## src/hdl/rsc_pkg.sv

```systemverilog
// Purpose: Shared constants for the resonance suppression stage
// Assumes: 16-bit parameter words, 40 MHz control clock
// Notes: Parameter addresses are word addresses on the parameter port
package rsc_pkg;
   // Parameter addresses
   localparam logic [15:0] ADDR_NOTCH1_FREQ = 16'h022E;
   localparam logic [15:0] ADDR_NOTCH1_ATTEN = 16'h0230;
   localparam logic [15:0] ADDR_LOWPASS_TIME = 16'h0232;
   localparam logic [15:0] ADDR_NOTCH2_FREQ = 16'h0256;
   localparam logic [15:0] ADDR_NOTCH2_ATTEN = 16'h0258;
   localparam logic [15:0] ADDR_NOTCH3_FREQ = 16'h025A;
   localparam logic [15:0] ADDR_NOTCH3_ATTEN = 16'h025C;
   localparam logic [15:0] ADDR_AUTO_MODE = 16'h025E;
   // Value ranges
   localparam logic [15:0] ATTEN_MAX = 16'h0020;
   localparam logic [15:0] LP_TIME_MAX = 16'h03E8;
   localparam logic [15:0] MAN_FREQ_MIN = 16'h0032;
   localparam logic [15:0] MAN_FREQ_MAX = 16'h03E8;
   localparam logic [15:0] AUTO_FREQ_MIN = 16'h0032;
   localparam logic [15:0] AUTO_FREQ_MAX = 16'h07D0;
   // Reset values
   localparam logic [15:0] AUTO_FREQ_RST = 16'h03E8;
   localparam logic [15:0] ATTEN_RST = 16'h0000;
   localparam logic [15:0] MAN_FREQ_RST = 16'h03E8;
   localparam logic [15:0] LP_TIME_RST = 16'h0002;
   // Auto mode codes
   typedef enum logic [1:0] {
      RSC_AUTO_OFF = 2'b00,
      RSC_AUTO_ONCE = 2'b01,
      RSC_AUTO_CONT = 2'b10
   } rsc_mode_e;
   // Timing
   localparam longint unsigned CLK_HZ = 40_000_000;
   localparam longint unsigned STABLE_TIME_MIN = 20;
   localparam longint unsigned STABLE_CYCLES = STABLE_TIME_MIN * 60 * CLK_HZ;
   localparam longint unsigned LP_STEP_US = 100;
   localparam int LP_STEP_CYCLES = int'(LP_STEP_US * CLK_HZ / 1_000_000);
endpackage

```

## src/hdl/rsc_lowpass.sv

```systemverilog
// Purpose: First-order low-pass on the torque command, step 0.1 ms
// Assumes: Time constant already limited to 0..1000 counts
// Notes: Gain is a power-of-two approximation of step / time constant
`timescale 1ns/10ps
module rsc_lowpass
   import rsc_pkg::*;
#(
   parameter int W = 16,
   parameter int TICK = LP_STEP_CYCLES
) (
   input wire logic clk,
   input wire logic sys_rst,
   input wire logic [15:0] timeConst,
   input wire logic signed [W-1:0] dataIn,
   output logic signed [W-1:0] dataOut
);
   // Elaboration check: the step timer is 13 bits wide
   if (W < 2 || TICK < 1 || TICK > 8192) begin : gBadParams
      $error("rsc_lowpass: bad parameters");
   end
   logic [12:0] tick_q;
   logic signed [W-1:0] y_q;
   logic [3:0] shiftAmt;
   wire tickHit = (tick_q == 13'(TICK - 1));
   wire bypass = (timeConst == 16'h0000);
   wire signed [W:0] diff = {dataIn[W-1], dataIn} - {y_q[W-1], y_q};
   wire signed [W:0] step = diff >>> shiftAmt;
   // Shift amount is the bit length of the time constant
   always_comb begin
      shiftAmt = 4'h0;
      for (int i = 0; i < 16; i++) begin
         if (timeConst[i]) shiftAmt = 4'(i + 1);
      end
   end
   // Filter step timer
   always_ff @(posedge clk or posedge sys_rst) begin
      if (sys_rst) tick_q <= 13'h0000;
      else tick_q <= tickHit ? 13'h0000 : tick_q + 13'h0001;
   end
   // Zero time constant passes the input straight to the register
   always_ff @(posedge clk or posedge sys_rst) begin
      if (sys_rst) y_q <= '0;
      else if (bypass) y_q <= dataIn; // RULE_02
      else if (tickHit) y_q <= W'(y_q + W'(step));
   end
   assign dataOut = y_q;

   lp_bypass_a: assert property (@(posedge clk) disable iff (sys_rst) // RULE_02
      bypass |=> dataOut == $past(dataIn)) else $error("low-pass not bypassed");
endmodule // rsc_lowpass

```

## src/hdl/rsc_resonance_ctrl.sv

```systemverilog
// Purpose: Auto and manual resonance suppression parameter control
// Assumes: Resonance search engine and filters share the control clock
// Notes: Parameter port is the panel or software communication path
`timescale 1ns/10ps
// Contract
// [RULE_01] Third notch depth 0..32 dB; zero bypasses that notch.
// [RULE_02] Low-pass time in 0.1 ms steps, 0..1000; zero bypasses it.
// [RULE_03] Auto filters form two frequency/attenuation sets, notch two and three.
// [RULE_04] Active tuning stores found frequency and depth into both sets.
// [RULE_05] One-shot mode returns to off after completion and 20 stable minutes.
// [RULE_06] Continuous mode keeps searching and never clears itself.
// [RULE_07] Writing 1 anytime, or 2 from off, clears the four and starts tuning.
// [RULE_08] Writing 0 while active keeps the four and stops tuning.
// [RULE_09] Writing 2 while active keeps the four and continues tuning.
// [RULE_10] Manual notch frequency 50..1000 Hz, depth 0..32 dB.
// [RULE_11] Auto frequencies default to 1000 until tuning writes them.
module rsc_resonance_ctrl
   import rsc_pkg::*;
#(
   parameter longint unsigned STABLE_LIMIT = STABLE_CYCLES,
   parameter int CNT_W = 36,
   parameter int TORQUE_W = 16
) (
   input wire logic clk,
   input wire logic sys_rst,
   input wire logic paramWr,
   input wire logic paramRd,
   input wire logic [15:0] paramAddr,
   input wire logic [15:0] paramWrData,
   output logic [15:0] paramRdData,
   output logic paramRdValid,
   input wire logic tuneFound,
   input wire logic [15:0] tuneFreq,
   input wire logic [15:0] tuneAtten,
   input wire logic systemStable,
   output logic tuneEnable,
   output logic tuneRestart,
   output logic [15:0] notch1Freq,
   output logic [15:0] notch1Atten,
   output logic [15:0] notch2Freq,
   output logic [15:0] notch2Atten,
   output logic [15:0] notch3Freq,
   output logic [15:0] notch3Atten,
   output logic notch1Active,
   output logic notch2Active,
   output logic notch3Active,
   output logic lowpassActive,
   output logic [1:0] autoMode,
   input wire logic signed [TORQUE_W-1:0] torqueIn,
   output logic signed [TORQUE_W-1:0] torqueOut
);
   // Elaboration check: the stability timer must be able to reach its limit
   if (CNT_W < 2 || CNT_W > 63 || STABLE_LIMIT < 1 ||
       STABLE_LIMIT >= (64'd1 << CNT_W)) begin : gBadCount
      $error("rsc_resonance_ctrl: counter too narrow");
   end

   function automatic logic [15:0] clampVal(logic [15:0] v, logic [15:0] lo, logic [15:0] hi);
      clampVal = (v < lo) ? lo : ((v > hi) ? hi : v);
   endfunction

   logic [15:0] notch1Freq_q, notch1Atten_q, lowpassTime_q;
   logic [15:0] notch2Freq_q, notch2Atten_q, notch3Freq_q, notch3Atten_q;
   rsc_mode_e mode_q, mode_d;
   logic done_q;
   logic [CNT_W-1:0] stableCnt_q;
   logic [15:0] paramRdData_q;
   logic paramRdValid_q;

   // Address decode
   wire wrN1F = paramWr && paramAddr == ADDR_NOTCH1_FREQ;
   wire wrN1A = paramWr && paramAddr == ADDR_NOTCH1_ATTEN;
   wire wrLp = paramWr && paramAddr == ADDR_LOWPASS_TIME;
   wire wrN2F = paramWr && paramAddr == ADDR_NOTCH2_FREQ;
   wire wrN2A = paramWr && paramAddr == ADDR_NOTCH2_ATTEN;
   wire wrN3F = paramWr && paramAddr == ADDR_NOTCH3_FREQ;
   wire wrN3A = paramWr && paramAddr == ADDR_NOTCH3_ATTEN;
   wire wrMode = paramWr && paramAddr == ADDR_AUTO_MODE && paramWrData <= 16'h0002;
   wire [1:0] wrModeVal = paramWrData[1:0];

   // Mode write decisions
   wire modeActive = (mode_q != RSC_AUTO_OFF);
   wire startClear = wrMode && (wrModeVal == RSC_AUTO_ONCE || // RULE_07
                     (wrModeVal == RSC_AUTO_CONT && !modeActive)); // RULE_07
   wire tuneStore = tuneFound && modeActive; // RULE_04
   wire stableHit = (mode_q == RSC_AUTO_ONCE) && done_q && systemStable &&
                    (stableCnt_q == CNT_W'(STABLE_LIMIT - 1));

   // Clamped write data and tuning results
   wire [15:0] manFreqIn = clampVal(paramWrData, MAN_FREQ_MIN, MAN_FREQ_MAX); // RULE_10
   wire [15:0] attenIn = clampVal(paramWrData, 16'h0000, ATTEN_MAX); // RULE_01
   wire [15:0] autoFreqIn = clampVal(paramWrData, AUTO_FREQ_MIN, AUTO_FREQ_MAX);
   wire [15:0] lpIn = clampVal(paramWrData, 16'h0000, LP_TIME_MAX); // RULE_02
   wire [15:0] tFreq = clampVal(tuneFreq, AUTO_FREQ_MIN, AUTO_FREQ_MAX);
   wire [15:0] tAtten = clampVal(tuneAtten, 16'h0000, ATTEN_MAX);

   // Next mode: software write beats self clear
   always_comb begin
      mode_d = mode_q;
      if (wrMode) begin
         case (wrModeVal)
            2'b00: mode_d = RSC_AUTO_OFF; // RULE_08
            2'b01: mode_d = RSC_AUTO_ONCE;
            2'b10: mode_d = RSC_AUTO_CONT; // RULE_09
            default: mode_d = mode_q;
         endcase
      end else if (stableHit) begin
         mode_d = RSC_AUTO_OFF; // RULE_05
      end
   end

   // Manual notch and low-pass parameters
   always_ff @(posedge clk or posedge sys_rst) begin
      if (sys_rst) begin
         notch1Freq_q <= MAN_FREQ_RST;
         notch1Atten_q <= ATTEN_RST;
         lowpassTime_q <= LP_TIME_RST;
      end else begin
         if (wrN1F) notch1Freq_q <= manFreqIn; // RULE_10
         if (wrN1A) notch1Atten_q <= attenIn; // RULE_10
         if (wrLp) lowpassTime_q <= lpIn; // RULE_02
      end
   end

   // Auto sets: tuning beats clear and software writes in the same cycle
   always_ff @(posedge clk or posedge sys_rst) begin
      if (sys_rst) begin
         notch2Freq_q <= AUTO_FREQ_RST; // RULE_11
         notch3Freq_q <= AUTO_FREQ_RST; // RULE_11
         notch2Atten_q <= ATTEN_RST;
         notch3Atten_q <= ATTEN_RST;
      end else if (tuneStore) begin
         notch2Freq_q <= tFreq; // RULE_04
         notch3Freq_q <= tFreq; // RULE_03
         notch2Atten_q <= tAtten; // RULE_04
         notch3Atten_q <= tAtten; // RULE_03
      end else if (startClear) begin
         notch2Freq_q <= AUTO_FREQ_RST; // RULE_07
         notch3Freq_q <= AUTO_FREQ_RST; // RULE_11
         notch2Atten_q <= ATTEN_RST;
         notch3Atten_q <= ATTEN_RST;
      end else begin
         if (wrN2F) notch2Freq_q <= autoFreqIn;
         if (wrN2A) notch2Atten_q <= attenIn;
         if (wrN3F) notch3Freq_q <= autoFreqIn;
         if (wrN3A) notch3Atten_q <= attenIn; // RULE_01
      end
   end

   // Mode, completion flag and stability timer
   always_ff @(posedge clk or posedge sys_rst) begin
      if (sys_rst) begin
         mode_q <= RSC_AUTO_OFF;
         done_q <= 1'b0;
         stableCnt_q <= '0;
      end else begin
         mode_q <= mode_d;
         // A result in the restart cycle wins, like the stored notch values
         done_q <= (tuneStore || (done_q && !startClear)) && mode_d != RSC_AUTO_OFF;
         if (startClear || !systemStable || !done_q || stableHit || wrMode)
            stableCnt_q <= '0; // RULE_05
         else
            stableCnt_q <= stableCnt_q + 1'b1;
      end
   end

   // Registered read port
   wire [15:0] rdMux =
      (paramAddr == ADDR_NOTCH1_FREQ) ? notch1Freq_q :
      (paramAddr == ADDR_NOTCH1_ATTEN) ? notch1Atten_q :
      (paramAddr == ADDR_LOWPASS_TIME) ? lowpassTime_q :
      (paramAddr == ADDR_NOTCH2_FREQ) ? notch2Freq_q :
      (paramAddr == ADDR_NOTCH2_ATTEN) ? notch2Atten_q :
      (paramAddr == ADDR_NOTCH3_FREQ) ? notch3Freq_q :
      (paramAddr == ADDR_NOTCH3_ATTEN) ? notch3Atten_q :
      (paramAddr == ADDR_AUTO_MODE) ? {14'h0000, mode_q} : 16'h0000;
   always_ff @(posedge clk or posedge sys_rst) begin
      if (sys_rst) begin
         paramRdData_q <= 16'h0000;
         paramRdValid_q <= 1'b0;
      end else begin
         paramRdValid_q <= paramRd;
         if (paramRd) paramRdData_q <= rdMux;
      end
   end

   // Outputs
   assign paramRdData = paramRdData_q;
   assign paramRdValid = paramRdValid_q;
   assign tuneEnable = modeActive; // RULE_06
   assign tuneRestart = startClear;
   assign autoMode = mode_q;
   assign notch1Freq = notch1Freq_q;
   assign notch1Atten = notch1Atten_q;
   assign notch2Freq = notch2Freq_q;
   assign notch2Atten = notch2Atten_q;
   assign notch3Freq = notch3Freq_q;
   assign notch3Atten = notch3Atten_q;
   assign notch1Active = (notch1Atten_q != 16'h0000);
   assign notch2Active = (notch2Atten_q != 16'h0000);
   assign notch3Active = (notch3Atten_q != 16'h0000); // RULE_01
   assign lowpassActive = (lowpassTime_q != 16'h0000); // RULE_02

   // Torque low-pass stage
   rsc_lowpass #(.W(TORQUE_W), .TICK(LP_STEP_CYCLES)) uLowpass (
      .clk(clk),
      .sys_rst(sys_rst),
      .timeConst(lowpassTime_q),
      .dataIn(torqueIn),
      .dataOut(torqueOut)
   );

   // Checks
   notch3_bypass_a: assert property (@(posedge clk) disable iff (sys_rst) // RULE_01
      wrN3A && paramWrData == 16'h0000 && !tuneStore && !startClear |=> !notch3Active)
      else $error("notch three not bypassed");
   lowpass_range_a: assert property (@(posedge clk) disable iff (sys_rst) // RULE_02
      wrLp |=> lowpassTime_q == (($past(paramWrData) > LP_TIME_MAX) ? LP_TIME_MAX
      : $past(paramWrData))) else $error("low-pass time wrong");
   set_pairing_a: assert property (@(posedge clk) disable iff (sys_rst) // RULE_03
      tuneStore |=> notch2Freq == notch3Freq && notch2Atten == notch3Atten)
      else $error("auto sets differ");
   tune_store_a: assert property (@(posedge clk) disable iff (sys_rst) // RULE_04
      tuneStore && tuneAtten <= ATTEN_MAX |=> notch2Atten == $past(tuneAtten))
      else $error("tuned depth not stored");
   oneshot_clear_a: assert property (@(posedge clk) disable iff (sys_rst) // RULE_05
      stableHit && !wrMode |=> autoMode == RSC_AUTO_OFF && !tuneEnable)
      else $error("one-shot mode not cleared");
   cont_hold_a: assert property (@(posedge clk) disable iff (sys_rst) // RULE_06
      mode_q == RSC_AUTO_CONT && !wrMode |=> autoMode == RSC_AUTO_CONT)
      else $error("continuous mode dropped");
   start_clear_a: assert property (@(posedge clk) disable iff (sys_rst) // RULE_07
      wrMode && wrModeVal == 2'b01 && !tuneFound |=> notch2Freq == AUTO_FREQ_RST &&
      notch3Atten == 16'h0000 && autoMode == RSC_AUTO_ONCE) else $error("start not cleared");
   stop_keep_a: assert property (@(posedge clk) disable iff (sys_rst) // RULE_08
      wrMode && wrModeVal == 2'b00 && modeActive && !tuneFound |=> $stable(notch2Freq) &&
      $stable(notch3Atten) && !tuneEnable) else $error("stop altered settings");
   cont_keep_a: assert property (@(posedge clk) disable iff (sys_rst) // RULE_09
      wrMode && wrModeVal == 2'b10 && modeActive && !tuneFound |=> $stable(notch2Atten) &&
      $stable(notch3Freq) && !tuneRestart) else $error("continue restarted");
   man_range_a: assert property (@(posedge clk) disable iff (sys_rst) // RULE_10
      notch1Freq >= MAN_FREQ_MIN && notch1Freq <= MAN_FREQ_MAX && notch1Atten <= ATTEN_MAX)
      else $error("manual notch out of range");
   freq_default_a: assert property (@(posedge clk) // RULE_11
      $fell(sys_rst) |-> notch2Freq == AUTO_FREQ_RST && notch3Freq == AUTO_FREQ_RST)
      else $error("auto frequency default wrong");

   tune_c: cover property (@(posedge clk) disable iff (sys_rst) tuneStore);
   oneshot_c: cover property (@(posedge clk) disable iff (sys_rst) stableHit);
   cont_c: cover property (@(posedge clk) disable iff (sys_rst)
      wrMode && wrModeVal == 2'b10 && mode_q == RSC_AUTO_ONCE);
endmodule // rsc_resonance_ctrl

```

## config.mk

```make
export PLATFORM = sky130hd
export DESIGN_NAME = rsc_resonance_ctrl
export DESIGN_NICKNAME = d
export VERILOG_FILES = /design/src/hdl/rsc_pkg.sv /design/src/hdl/rsc_lowpass.sv /design/src/hdl/rsc_resonance_ctrl.sv
export SDC_FILE = /design/constraint.sdc
export NUM_CORES = 1
export LEC_CHECK = 0
export ABC_AREA = 1
export BUFFER_PORTS_ARGS = -buffer_cell sky130_fd_sc_hd__buf_4
export CORE_ASPECT_RATIO = 0.9
export CORE_MARGIN = 2
export CORE_UTILIZATION = 40
export DETAILED_ROUTE_END_ITERATION = 12
export GPL_TIMING_DRIVEN = 0
export PLACE_DENSITY = 0.71
export SKIP_CTS_REPAIR_TIMING = 1
export SYNTH_ARGS = -nofsm -noshare
export SYNTH_HDL_FRONTEND = slang
export SYNTH_HIERARCHICAL = 1
export SYNTH_SLANG_ARGS = --single-unit
```

## constraint.sdc

```tcl
create_clock -name clk -period 8.4 [get_ports clk]
set_input_delay 0.42 -clock clk [delete_from_list [all_inputs] [get_ports clk]]
set_output_delay 0.42 -clock clk [all_outputs]
set_load 0.1 [all_outputs]
```

==> results.yml <==
setup_path:
  cp.required_ps: 8740
  arrival_ps: 4990
  crit_path_frequent_cell: "nand2_1"
  path_buf_inv: 4
  r2r-start: "uLowpass/dataOut[0]"
  start_kind: "flop"
  critPathKind: "reg2reg"
  worst_path_max_delay_cell: "dfrtp_1"
  crit_fanout: 4
  rr_worst_depth: 34
  worst_setup_path_end_kind: "flop"
  path_depth: 34
  critPathLaunch: "uLowpass/dataOut[0]"
  cp_top_family: "simple AND/OR/NAND/NOR gates"
  crit_path_end: "uLowpass/dataOut[15]"
  r2r_setup_slack_ps: 3760
  slowest_delay_ps: 430
  r2r-end: "uLowpass/dataOut[15]"
timing:
  worst_slack_ps: 3760
  hold_viol: 26
  whs_ps: -24.2
  slew_violations: 0
  rsz0062_at_grt: "no"
  worst_slew_pin_slew_ps: 1060
  period_minus_slack_ps: 4640
  clock_skew_ps: 18.9
  fmax_mhz: 215
  setup_viol: 0
  fin_setup_tns_ps: 0
  finalCritPeriodShare_pct: 55.3
  slew_headroom_pct: 29.1
yosys:
  synth_flop_cell: "dfrtp_1"
  synthAdderAreaFrac_pct: 3.55
  seq_area_frac_synth_pct: 38.9
  ys_async_sr_fraction_pct: 100
  synth_nets: 1894
  post_synth_xor_area_fraction_pct: 3.56
  yosysWarnings: 6
  syn-cell-area_um2: 12700
  synth_top_family_by_area: "simple AND/OR/NAND/NOR gates"
  ys_ff_latch: 197
  muxShareOfSynthArea_pct: 0.353
  syn_inst: 1773
  yosysUniqueCellTypes: 62
  synth-simple-area-share_pct: 33.6
  synth-edff-count: 0
  syn_area_per_cell_um2: 7.19
  synth_compound_area_share_pct: 10.5
floorplan:
  core_um2: 31700
  dieArea_um2: 33300
  initial_core_util_pct: 40.3
  die_height_um: 173
  rows: 62
  die_w_um: 192
  num_io_pins: 223
cells_and_area:
  num-fill-cells: 3140
  postLayoutCellArea_um2: 15600
  regArea_um2: 4950
  most-common-layout-cells: "436 x nand2_1, 250 x inv_1, 246 x nor2_1, 223 x buf_4, 178 x dfrtp_1"
  multi_input_area_um2: 6570
  num_antenna_cells: 0
  layout.nets: 2133
  syn2layout_area_growth_pct: 22.2
  utilization_pct: 49.2
  drive_gt1_share_pct: 18.5
  final_common_cell: "nand2_1"
clock_network:
  clock-root-buffer: "clkbuf_16"
  cts_sinks: 197
  path_clk_slew_ps: 90
  htree_levels: 4
  numCtsBuffers: 17
  clock_latency_ps: 450
  clockBufferDepth: 2
  cts_tree: "built"
grt:
  grt_pass1_vias: 12454
  antenna_found_initial: 0
  met2_usage_pct: 40.4
  grtUsageMet1_pct: 34.8
  grt_max_degree: 114
  grt_pass1_wl_um: 66800
  grt-ovfl-total: 0
  top_usage_layer: "met2"
  grt_usage_pct: 25.7
  grtUsageMet3_pct: 4.90
placed_design:
  dpl.hpwl_um: 34000
  dpl_cell_area_um2: 14900
  port_buffers: 219
  dp_worst_setup_slack_ps: 3630
  place.gp.congestion: 0.927
route:
  num_vias: 12872
  drtAntennaViolNets: 0
  drtIter0Drc: 1010
  drt-pass1-iter-count: 7
  post_drt_wl_per_cell_um: 17.3
  drc: 0
  via_per_inst: 5.27
  drt_wl_total_um: 42300
outcome:
  status: "finished, violations left"
  violations: "negative hold slack"
pwr:
  p_leak_uw: 0.00789
  ir_drop_mv: 0.140
  power_density_nw_per_um2: 144
  p_total_uw: 2250
worst_hold_path:
  hold_class: "in2async"
job:
  drv_cap: 0
[flip-flops by register name (all words and copies together), names as in the netlist, 13 cells and up]
register / cells
notch2Atten: 16
lowpassTime_q: 16
paramRdData: 16
notch3Freq: 16
notch2Freq: 16
uLowpass/dataOut: 16
uLowpass/tick_q: 13
stableCnt_q: 36
notch1Atten: 16
notch3Atten: 16
notch1Freq: 16
[cells in the mapped netlist, types with 5 or more instances]
library cell / n / area, um2
nor4_1: 31 / 194
xnor2_1: 14 / 123
nor3_2: 5 / 50.1
dfrtp_1: 178 / 4450
o211ai_1: 12 / 90.1
a21oi_1: 44 / 220
dfstp_2: 19 / 499
o221ai_1: 5 / 43.8
nand2_2: 10 / 62.6
xor2_1: 36 / 315
nor2_2: 10 / 62.6
o21ai_0: 75 / 375
buf_2: 18 / 90.1
inv_2: 8 / 30.0
o21bai_1: 5 / 37.5
nand3_2: 5 / 50.1
o21ai_1: 36 / 180
clkbuf_1: 9 / 33.8
nor2_1: 246 / 923
nand2_1: 436 / 1640
ha_1: 33 / 413
nand4_1: 55 / 344
nand3_1: 96 / 480
inv_1: 251 / 942
nor3b_1: 7 / 52.6
o21a_1: 5 / 37.5
nor3_1: 45 / 225
o21ai_2: 18 / 158
[power by group]
part           leakage [uW]  switching [uW]  internal (uW)
sequential          0.00241            5.24            952
combinational       0.00517             266            139
clock              0.000306             449            436
total               0.00789             720           1530
[cells by family (layout without fill, tap and decap cells)]
kind of cell	after synthesis	count (layout)
XOR/XNOR	51	51
buffers and inverters	299	551
flip-flops	197	197
AO/OA/AOI/OAI	222	222
multiplexers	4	4
AND/OR/NAND/NOR	965	965
adder cells (fa/ha/maj)	35	35
[how the worst min path moves through the flow]
stage	from	endpoint	slack (ps)
6_report	sys_rst	notch1Freq[15]	-20
5_1_grt	sys_rst	notch1Freq[11]	8
4_1_cts	sys_rst	paramRdValid	-10
3_5_place_dp	sys_rst	paramRdData[12]	470
3_3_place_gp	uLowpass/tick_q[0]	uLowpass/tick_q[0]	450
2_1_floorplan	uLowpass/tick_q[0]	uLowpass/tick_q[0]	430
[layer usage]
metal / wire length (um) / part of all wire [%]
met5: 0 / 0
met4: 1510 / 3.6
met3: 3490 / 8.2
met2: 19200 / 45
met1: 18100 / 43
[layout make-up]
type	count	share of cell area, %
buffer	40	1.61
tap	416	3.34
multi-input combinational	1277	42.2
timing repair buffer	220	10.7
sequential	197	31.8
clock inverter	15	1.32
clock buffer	17	2.73
inverter	259	6.29
[per-stage QoR]
stage,hold WS [ps],cells
2_1_floorplan,433,1773
3_3_place_gp,451,2408
3_5_place_dp,468,2409
4_1_cts,-13.7,2441
5_1_grt,7.62,2441
6_report,-24.2,2441
No activity file was read; power rests on OpenSTA's default activity.
